### src/design/datapath_pkg.sv
package datapath_pkg;

  // ****************************************************************
  // Widths
  // ****************************************************************
  localparam int INSTR_W = 12;
  localparam int DATA_W  = 8;
  localparam int FR_W    = 5;
  localparam int BANK_W  = 3;
  localparam int REGS    = 256;

  // ****************************************************************
  // Configuration bit positions and reset values
  // ****************************************************************
  localparam int CFG_CARRY_POS = 6;
  localparam logic RST_CARRY_DISABLE = 1'b1;
  localparam logic RST_TURBO         = 1'b1;
  localparam logic [7:0] RST_DATA    = 8'h00;
  localparam logic [2:0] RST_BANK    = 3'h0;
  localparam logic [1:0] RST_DIV     = 2'h0;

  // ****************************************************************
  // Instruction cycle divider
  // ****************************************************************
  localparam int COMPAT_DIV = 4;
  localparam logic [1:0] DIV_LAST = 2'(COMPAT_DIV - 2);

  // ****************************************************************
  // Opcode groups, top bits of the instruction
  // ****************************************************************
  localparam logic [3:0] GRP_MISC = 4'h0;
  localparam logic [3:0] GRP_LOGIC = 4'h1;
  localparam logic [3:0] GRP_UNARY = 4'h2;
  localparam logic [3:0] GRP_SHIFT = 4'h3;
  localparam logic [3:0] GRP_MOVL = 4'hc;
  localparam logic [3:0] GRP_ORL  = 4'hd;
  localparam logic [3:0] GRP_ANDL = 4'he;
  localparam logic [3:0] GRP_XORL = 4'hf;

  localparam logic [11:0] OPC_NOP  = 12'h000;
  localparam logic [11:0] OPC_CLRW = 12'h040;
  localparam logic [8:0]  OPC_BANK = 9'h003;

  // ****************************************************************
  // ALU operations
  // ****************************************************************
  typedef enum logic [4:0] {
    ALU_PASS_W = 5'h00, ALU_PASS_F = 5'h01, ALU_CLR  = 5'h02,
    ALU_SUB    = 5'h03, ALU_DEC    = 5'h04, ALU_OR   = 5'h05,
    ALU_AND    = 5'h06, ALU_XOR    = 5'h07, ALU_ADD  = 5'h08,
    ALU_NOT    = 5'h09, ALU_INC    = 5'h0a, ALU_RR   = 5'h0b,
    ALU_RL     = 5'h0c, ALU_SWAP   = 5'h0d
  } alu_op_t;

endpackage : datapath_pkg

### src/design/alu_if.sv
`timescale 1ns/1ps
`default_nettype none
interface alu_if;
  datapath_pkg::alu_op_t op;
  logic [7:0]            opnd_f;
  logic [7:0]            opnd_w;
  logic                  carry_in;
  logic                  carry_disable;
  logic [7:0]            result;
  logic                  carry_out;
  logic                  carry_upd;
  logic                  zero;

  modport core (output op, opnd_f, opnd_w, carry_in, carry_disable,
                input result, carry_out, carry_upd, zero);
  modport unit (input op, opnd_f, opnd_w, carry_in, carry_disable,
                output result, carry_out, carry_upd, zero);
endinterface : alu_if
`default_nettype wire

### src/design/cpu_instruction_datapath.sv
`timescale 1ns/1ps
`default_nettype none
module cpu_instruction_datapath (
  input  wire logic        i_clk_sys,
  input  wire logic        i_reset,
  input  wire logic [11:0] i_instr,
  input  wire logic        i_instr_valid,
  input  wire logic [11:0] i_extended_config_word,
  input  wire logic        i_turbo_mode,
  output logic             o_exec_slot,
  output logic             o_retired,
  output logic             o_skipped,
  output logic [7:0]       o_accumulator,
  output logic             o_carry,
  output logic             o_zero,
  output logic [2:0]       o_bank_select,
  output logic [7:0]       o_result
);

  // ****************************************************************
  // State
  // ****************************************************************
  logic [7:0] file_mem [datapath_pkg::REGS];
  logic [7:0] accumulator;
  logic [2:0] bank_select_register;
  logic       carry_flag;
  logic       zero_flag;
  logic       carry_input_disable;
  logic       turbo;
  logic       cfg_loaded;
  logic [1:0] div_cnt;
  logic       cycle_en;
  logic       skip_pending;

  alu_if alu ();

  datapath_alu u_alu (
    .bus (alu)
  );

  // ****************************************************************
  // Decode
  // ****************************************************************
  function automatic logic [4:0] fr_field(input logic [11:0] ins);
    fr_field = ins[4:0];
  endfunction : fr_field

  wire [3:0] grp        = i_instr[11:8];
  wire [1:0] sub_op     = i_instr[7:6];
  wire       dest_f     = i_instr[5];
  wire [4:0] file_register_operand = fr_field(i_instr);
  wire [7:0] imm        = i_instr[7:0];
  wire [7:0] file_addr  = {bank_select_register, file_register_operand};
  wire [7:0] file_rd    = file_mem[file_addr];

  wire is_imm   = (grp == datapath_pkg::GRP_MOVL) | (grp == datapath_pkg::GRP_ORL)
                | (grp == datapath_pkg::GRP_ANDL) | (grp == datapath_pkg::GRP_XORL);
  wire is_nop   = (i_instr == datapath_pkg::OPC_NOP);
  wire is_clrw  = (i_instr == datapath_pkg::OPC_CLRW);
  wire is_bank  = (i_instr[11:3] == datapath_pkg::OPC_BANK);
  wire is_movwf = (grp == datapath_pkg::GRP_MISC) & (sub_op == 2'h0) & dest_f;
  wire is_clrf  = (grp == datapath_pkg::GRP_MISC) & (sub_op == 2'h1) & dest_f;
  wire is_sub   = (grp == datapath_pkg::GRP_MISC) & (sub_op == 2'h2);
  wire is_dec   = (grp == datapath_pkg::GRP_MISC) & (sub_op == 2'h3);
  wire is_decsz = (grp == datapath_pkg::GRP_UNARY) & (sub_op == 2'h3);
  wire is_incsz = (grp == datapath_pkg::GRP_SHIFT) & (sub_op == 2'h3);
  wire is_fileop = (grp == datapath_pkg::GRP_LOGIC) | (grp == datapath_pkg::GRP_UNARY)
                 | (grp == datapath_pkg::GRP_SHIFT) | is_sub | is_dec;

  // Unlisted codes retire as no operation
  wire writes_w = is_imm | is_clrw | (is_fileop & ~dest_f);
  wire writes_f = is_movwf | is_clrf | (is_fileop & dest_f);
  wire test_op  = is_decsz | is_incsz;

  datapath_pkg::alu_op_t next_op;

  always_comb
  begin
    next_op = datapath_pkg::ALU_PASS_F;
    unique case (grp)
      datapath_pkg::GRP_MISC:
        if (is_movwf)
          next_op = datapath_pkg::ALU_PASS_W;
        else if (is_sub)
          next_op = datapath_pkg::ALU_SUB;
        else if (is_dec)
          next_op = datapath_pkg::ALU_DEC;
        else
          next_op = datapath_pkg::ALU_CLR;
      datapath_pkg::GRP_LOGIC:
        unique case (sub_op)
          2'h0:    next_op = datapath_pkg::ALU_OR;
          2'h1:    next_op = datapath_pkg::ALU_AND;
          2'h2:    next_op = datapath_pkg::ALU_XOR;
          default: next_op = datapath_pkg::ALU_ADD;
        endcase
      datapath_pkg::GRP_UNARY:
        unique case (sub_op)
          2'h0:    next_op = datapath_pkg::ALU_PASS_F;
          2'h1:    next_op = datapath_pkg::ALU_NOT;
          2'h2:    next_op = datapath_pkg::ALU_INC;
          default: next_op = datapath_pkg::ALU_DEC;
        endcase
      datapath_pkg::GRP_SHIFT:
        unique case (sub_op)
          2'h0:    next_op = datapath_pkg::ALU_RR;
          2'h1:    next_op = datapath_pkg::ALU_RL;
          2'h2:    next_op = datapath_pkg::ALU_SWAP;
          default: next_op = datapath_pkg::ALU_INC;
        endcase
      datapath_pkg::GRP_MOVL: next_op = datapath_pkg::ALU_PASS_F;
      datapath_pkg::GRP_ORL:  next_op = datapath_pkg::ALU_OR;
      datapath_pkg::GRP_ANDL: next_op = datapath_pkg::ALU_AND;
      datapath_pkg::GRP_XORL: next_op = datapath_pkg::ALU_XOR;
      default:                next_op = datapath_pkg::ALU_PASS_F;
    endcase
  end

  assign alu.op            = next_op;
  assign alu.opnd_f        = is_imm ? imm : file_rd;
  assign alu.opnd_w        = accumulator;
  assign alu.carry_in      = carry_flag;
  assign alu.carry_disable = carry_input_disable;

  // ****************************************************************
  // Execute strobes
  // ****************************************************************
  wire execute  = cycle_en & i_instr_valid;
  wire squash   = execute & skip_pending;
  wire commit   = execute & ~skip_pending & ~is_nop;
  wire skip_set = commit & test_op & alu.zero;
  wire next_cycle_en = turbo | (div_cnt == datapath_pkg::DIV_LAST);

  // ****************************************************************
  // Configuration capture
  // ****************************************************************
  always_ff @(posedge i_clk_sys or posedge i_reset)
  begin
    if (i_reset)
    begin
      cfg_loaded          <= 1'b0;
      carry_input_disable <= datapath_pkg::RST_CARRY_DISABLE;
      turbo               <= datapath_pkg::RST_TURBO;
    end
    else if (!cfg_loaded)
    begin
      cfg_loaded          <= 1'b1;
      carry_input_disable <= i_extended_config_word[datapath_pkg::CFG_CARRY_POS];
      turbo               <= i_turbo_mode;
    end
  end

  // ****************************************************************
  // Instruction cycle divider
  // ****************************************************************
  always_ff @(posedge i_clk_sys or posedge i_reset)
  begin
    if (i_reset)
    begin
      div_cnt  <= datapath_pkg::RST_DIV;
      cycle_en <= 1'b0;
    end
    else
    begin
      div_cnt  <= (turbo | !cfg_loaded) ? datapath_pkg::RST_DIV : div_cnt + 2'h1;
      cycle_en <= cfg_loaded & next_cycle_en;
    end
  end

  // ****************************************************************
  // Architectural registers
  // ****************************************************************
  always_ff @(posedge i_clk_sys or posedge i_reset)
  begin
    if (i_reset)
    begin
      accumulator          <= datapath_pkg::RST_DATA;
      bank_select_register <= datapath_pkg::RST_BANK;
      carry_flag           <= 1'b0;
      zero_flag            <= 1'b0;
      skip_pending         <= 1'b0;
    end
    else
    begin
      if (execute)
        skip_pending <= skip_set;
      if (commit & writes_w)
        accumulator <= alu.result;
      if (commit & is_bank)
        bank_select_register <= i_instr[2:0];
      if (commit & alu.carry_upd & (writes_w | writes_f))
        carry_flag <= alu.carry_out;
      if (commit & (writes_w | writes_f) & ~is_movwf)
        zero_flag <= alu.zero;
    end
  end

  // No reset on the data file
  always_ff @(posedge i_clk_sys)
  begin
    if (commit & writes_f)
      file_mem[file_addr] <= alu.result;
  end

  // ****************************************************************
  // Outputs
  // ****************************************************************
  always_ff @(posedge i_clk_sys or posedge i_reset)
  begin
    if (i_reset)
    begin
      o_exec_slot   <= 1'b0;
      o_retired     <= 1'b0;
      o_skipped     <= 1'b0;
      o_accumulator <= datapath_pkg::RST_DATA;
      o_carry       <= 1'b0;
      o_zero        <= 1'b0;
      o_bank_select <= datapath_pkg::RST_BANK;
      o_result      <= datapath_pkg::RST_DATA;
    end
    else
    begin
      o_exec_slot   <= cfg_loaded & next_cycle_en;
      o_retired     <= execute & ~skip_pending;
      o_skipped     <= squash;
      o_accumulator <= (commit & writes_w) ? alu.result : accumulator;
      o_carry       <= (commit & alu.carry_upd & (writes_w | writes_f)) ? alu.carry_out
                                                                        : carry_flag;
      o_zero        <= (commit & (writes_w | writes_f) & ~is_movwf) ? alu.zero : zero_flag;
      o_bank_select <= (commit & is_bank) ? i_instr[2:0] : bank_select_register;
      if (commit)
        o_result <= alu.result;
    end
  end

endmodule : cpu_instruction_datapath
`default_nettype wire

### src/design/datapath_alu.sv
`timescale 1ns/1ps
`default_nettype none
module datapath_alu (
  alu_if.unit bus
);

  // ****************************************************************
  // Carry feed into add and subtract
  // ****************************************************************
  wire       add_cin = bus.carry_disable ? 1'b0 : bus.carry_in;
  wire       sub_bin = bus.carry_disable ? 1'b0 : ~bus.carry_in;
  wire [8:0] sum     = {1'b0, bus.opnd_f} + {1'b0, bus.opnd_w} + {8'h00, add_cin};
  wire [8:0] diff    = {1'b0, bus.opnd_f} - {1'b0, bus.opnd_w} - {8'h00, sub_bin};

  always_comb
  begin
    bus.result    = bus.opnd_f;
    bus.carry_out = bus.carry_in;
    bus.carry_upd = 1'b0;
    unique case (bus.op)
      datapath_pkg::ALU_PASS_W: bus.result = bus.opnd_w;
      datapath_pkg::ALU_PASS_F: bus.result = bus.opnd_f;
      datapath_pkg::ALU_CLR:    bus.result = 8'h00;
      datapath_pkg::ALU_OR:     bus.result = bus.opnd_f | bus.opnd_w;
      datapath_pkg::ALU_AND:    bus.result = bus.opnd_f & bus.opnd_w;
      datapath_pkg::ALU_XOR:    bus.result = bus.opnd_f ^ bus.opnd_w;
      datapath_pkg::ALU_NOT:    bus.result = ~bus.opnd_f;
      datapath_pkg::ALU_INC:    bus.result = bus.opnd_f + 8'h01;
      datapath_pkg::ALU_DEC:    bus.result = bus.opnd_f - 8'h01;
      datapath_pkg::ALU_SWAP:   bus.result = {bus.opnd_f[3:0], bus.opnd_f[7:4]};
      datapath_pkg::ALU_ADD:
      begin
        bus.result    = sum[7:0];
        bus.carry_out = sum[8];
        bus.carry_upd = 1'b1;
      end
      datapath_pkg::ALU_SUB:
      begin
        bus.result    = diff[7:0];
        bus.carry_out = ~diff[8];
        bus.carry_upd = 1'b1;
      end
      datapath_pkg::ALU_RR:
      begin
        bus.result    = {bus.carry_in, bus.opnd_f[7:1]};
        bus.carry_out = bus.opnd_f[0];
        bus.carry_upd = 1'b1;
      end
      datapath_pkg::ALU_RL:
      begin
        bus.result    = {bus.opnd_f[6:0], bus.carry_in};
        bus.carry_out = bus.opnd_f[7];
        bus.carry_upd = 1'b1;
      end
      default:                  bus.result = bus.opnd_f;
    endcase
    bus.zero = (bus.result == 8'h00);
  end

endmodule : datapath_alu
`default_nettype wire

### config.mk
export PLATFORM = sky130hd
export DESIGN_NAME = cpu_instruction_datapath
export DESIGN_NICKNAME = d
export VERILOG_FILES = /design/src/design/datapath_pkg.sv /design/src/design/alu_if.sv /design/src/design/cpu_instruction_datapath.sv /design/src/design/datapath_alu.sv
export SDC_FILE = /design/constraint.sdc
export NUM_CORES = 2
export LEC_CHECK = 0
export ABC_AREA = 0
export BUFFER_PORTS_ARGS = -buffer_cell sky130_fd_sc_hd__buf_2
export CELL_PAD_IN_SITES_DETAIL_PLACEMENT = 0
export CELL_PAD_IN_SITES_GLOBAL_PLACEMENT = 1
export CORE_MARGIN = 2
export CORE_UTILIZATION = 50
export DETAILED_ROUTE_END_ITERATION = 12
export PLACE_DENSITY = 0.78
export SYNTH_ARGS = -nofsm -noshare
export SYNTH_HDL_FRONTEND = slang
export SYNTH_HIERARCHICAL = 1
export SYNTH_SLANG_ARGS = --single-unit
### constraint.sdc
create_clock -name i_clk_sys -period 13.94 [get_ports i_clk_sys]
set_input_delay 2.788 -clock i_clk_sys [delete_from_list [all_inputs] [get_ports i_clk_sys]]
set_output_delay 2.788 -clock i_clk_sys [all_outputs]
set_load 0.05 [all_outputs]
==> flow_summary.yaml <==
status:
  status: "finished clean"
power:
  power.density_mw_per_mm2: 152.7
  power.switching_mw: 3.437
  pwr-share-clk: 0.374
  swShare: 0.2438
  comb_power_share: 0.104
  p_int_mw: 10.66
  ir_drop_uv: 180.6
  seq_power_share: 0.522
  power.static_leakage_nw: 29.06
worst_setup_path:
  worst_path_largest_cell_delay_ns: 0.76
  reg2reg_from: "bank_select_register[2]"
  cp.arrival_ns: 10.40
  worstSetupPathType: "in2reg"
  ff2ff_path_depth: 13
  crit_fanout: 81
  reg2reg_slack_ns: 6.67
  timing.rr.end: "file_mem[165][7]"
  critical_path_buf_inv_count: 4
  end_kind: "flip-flop"
  critPathRequiredTime_ns: 14.45
  cp_top_family: "compound AO/OA/AOI/OAI gates"
  cp_slowest_cell: "buf_4"
  crit_chain: "buf_8 > buf_4 > mux4_2 > mux4_2 > nor3b_1 > a31oi_1 > o311ai_0 > o31ai_1 > a31oi_1 > inv_1 > ha_1 > ha_1 > a21o_1 > a31oi_1 > xor2_1 > o211ai_1 > o221a_4 > buf_4"
  path_common_cell: "a31oi_1"
  start_kind: "input pin"
sta:
  slew_headroom: 0.06330
  worst_pin_slew_ns: 1.400
  finalMaxSlewViolations: 0
  min_period_ns: 9.891
  fin_tns_setup_ns: 0
  hold_viol_final: 0
  setup_viol: 0
  fin_crit_sh: 0.7095
  fmax_mhz: 101.1
  skew_ns: 0.03769
  rsz0062_at_grt: "false"
  fin_ws_ns: 4.049
yosys:
  synthCells: 4144
  synth_area_mm2: 0.08343
  avgSynthCellArea_um2: 20.13
  synth-warning-count: 6
  async_reset_ff_frac: 0.01444
  ys_ff_latch: 2078
  synth.distinct_cells: 104
  synth_top_flop_cell: "edfxtp_1"
  seq_area_frac_synth: 0.7461
  synth_nets: 4219
  synth-edff-count: 2048
drt:
  drt_iter0_drc: 6076
  ant_nets: 0
  drc: 0
  vias: 42760
  routed_wl_um: 212600
  vias_per_cell: 6.499
  wl_per_cell_um: 32.31
  firstDrtPassIters: 6
cts:
  cts_resized: 0
  cts_htree_levels: 4
  insertion_delay_ns: 0.86
  cts_made_buffers: 200
  cts_tree: "yes"
  postCtsSetupBuffers: 0
  cts_root_buf: "clkbuf_16"
  clock_path_buffers: 3
  clock-sinks: 2078
  clkTransAtPathRegs_ns: 0.06
  cts_hold_buf: 0
placed_design:
  post_dp_cell_area_mm2: 0.08601
  hpwl_um: 126000
  post-place-ws_ns: 3.245
  port_buffers: 40
  gp_congestion: 0.8884
min_path:
  hold_path_class: "reg2reg"
  min_from: "div_cnt[0]"
  holdPathEnd: "div_cnt[0]"
  holdPathStages: 1
finish:
  finalNetCount: 4303
  fin_util: 0.5584
  drive_gt1_frac: 0.2262
  final_cell_area_mm2: 0.09234
  syn_to_final_growth_pct: 10.67
floorplanning:
  start_util: 0.5045
  die_w_um: 412.5
  die_area_mm2: 0.1701
  io_pins: 52
  coreArea_mm2: 0.1654
  core.rowCount: 149
  die_y_um: 412.5
global_route:
  grt_pass1_vias: 41540
  overflow: 0
  track_usage: 0.2513
  grt_max_degree: 258
  grt_first_pass_wirelength_um: 303900
  antenna_found_initial: 8
job:
  drv_cap: 0
-- how the worst max path moves through the flow --
stage	cells past startpoint	start	to
2_1_floorplan	19	i_instr[1]	skip_pending
3_3_place_gp	18	i_instr[0]	file_mem[110][7]
3_5_place_dp	18	i_instr[0]	file_mem[126][7]
4_1_cts	18	i_instr[0]	file_mem[173][7]
5_1_grt	20	i_instr[0]	file_mem[79][3]
6_report	18	i_instr[0]	file_mem[165][7]
-- cell usage after synthesis (5+ instances only) --
cell / number / area (um^2)
nor2b_1: 17 / 106.4
ha_1: 42 / 525.5
a22oi_1: 92 / 690.7
or2_2: 5 / 31.28
and3_1: 14 / 87.58
and2_1: 9 / 56.30
buf_4: 46 / 345.3
nor4_1: 10 / 62.56
a22o_1: 14 / 122.6
a21oi_1: 65 / 325.3
nor3b_1: 5 / 37.54
a21o_1: 8 / 60.06
nand3b_1: 6 / 45.04
fa_1: 5 / 100.1
o22ai_1: 41 / 256.5
or4_1: 5 / 37.54
a2111oi_0: 10 / 87.58
a221oi_1: 21 / 183.9
or3_1: 9 / 56.30
nand4b_1: 5 / 43.79
clkbuf_1: 82 / 307.8
nor2_1: 316 / 1186
mux4_2: 483 / 10880
buf_1: 9 / 33.78
mux2i_1: 168 / 1682
o21ai_0: 37 / 185.2
xnor2_1: 9 / 78.83
buf_6: 23 / 259.0
a211oi_1: 6 / 45.04
nand2_1: 99 / 371.6
xor2_1: 5 / 43.79
a31oi_1: 19 / 118.9
nor3_1: 26 / 130.1
o211ai_1: 13 / 97.59
inv_1: 35 / 131.4
nand2b_1: 10 / 62.56
mux2_2: 42 / 473.0
o21a_1: 6 / 45.04
dfrtp_1: 28 / 700.7
o221ai_1: 9 / 78.83
nand4_1: 7 / 43.79
buf_2: 82 / 410.4
nand3_1: 40 / 200.2
edfxtp_1: 2048 / 61500
-- cells in the final DEF, fill, tap and decap left out, types with 19 or more instances in the layout --
master / instances
edfxtp_1: 2048
mux4_2: 483
nor2_1: 314
clkbuf_16: 203
mux2i_1: 168
nand2_1: 95
a22oi_1: 91
buf_4: 73
a21oi_1: 65
clkbuf_1: 45
mux2_2: 42
ha_1: 42
clkinv_1: 42
o22ai_1: 41
clkinv_2: 39
o21ai_0: 37
nand3_1: 37
buf_2: 35
inv_1: 34
nor3_1: 26
dfrtp_1: 26
a221oi_1: 21
a31oi_1: 19
-- layout make-up --
cell class	instances	area, um^2
diodes	2	5.005
clock buffers	248	5249
clock inverters	115	1080
fillers	12090	73020
inverters	36	143.9
multi-input cells	1786	19800
flip-flops and latches	2078	62250
well taps	2189	2739
repair buffers	126	1069
-- per-layer routing --
metal / part of all wire / routed length [um] / global-route usage
met1: 0.39 / 82820 / 0.3594
met3: 0.11 / 22900 / 0.05851
met4: 0.038 / 7988 / 0.08835
met5: 0.00019 / 41 / 0
met2: 0.46 / 98840 / 0.3823
-- registers in the layout, summed over array words and instances, names as in the netlist, 2 cells and up --
register              flops
file_mem               2048
accumulator               8
o_result                  8
bank_select_register      3
div_cnt                   2
-- cell families after synthesis --
family / count (synthesis) / synth area share
AO/OA/AOI/OAI: 411 / 0.03523
XOR/XNOR: 14 / 0.001470
adder cells (fa/ha/maj): 47 / 0.007498
buffers and inverters: 280 / 0.01818
flip-flops: 2078 / 0.7461
multiplexers: 695 / 0.1566
other: 2 / 0.00009001
AND/OR/NAND/NOR: 617 / 0.03484
-- per-stage QoR --
step | hold WS, ns | instances | power [mW]
floorplan | 0.4025 | 4144 | 8.492
global placement | 0.4194 | 6215 | 8.892
detailed placement | 0.4277 | 6215 | 8.941
CTS | 0.4361 | 6578 | 14.13
global route | 0.4461 | 6578 | 14.46
finish | 0.4302 | 6580 | 14.10
-- power by group through the flow --
| stage | Combinational (mW) | Clock [mW] | Sequential, mW |
|---|---|---|---|
| after floorplan | 0.804 | 0 | 7.69 |
| after global placement | 1.41 | 0 | 7.48 |
| after detailed placement | 1.46 | 0 | 7.48 |
| after CTS | 1.46 | 5.32 | 7.35 |
| after global routing | 1.56 | 5.55 | 7.36 |
| final | 1.46 | 5.27 | 7.36 |
Note: power is estimated with default switching activity, not from simulation.
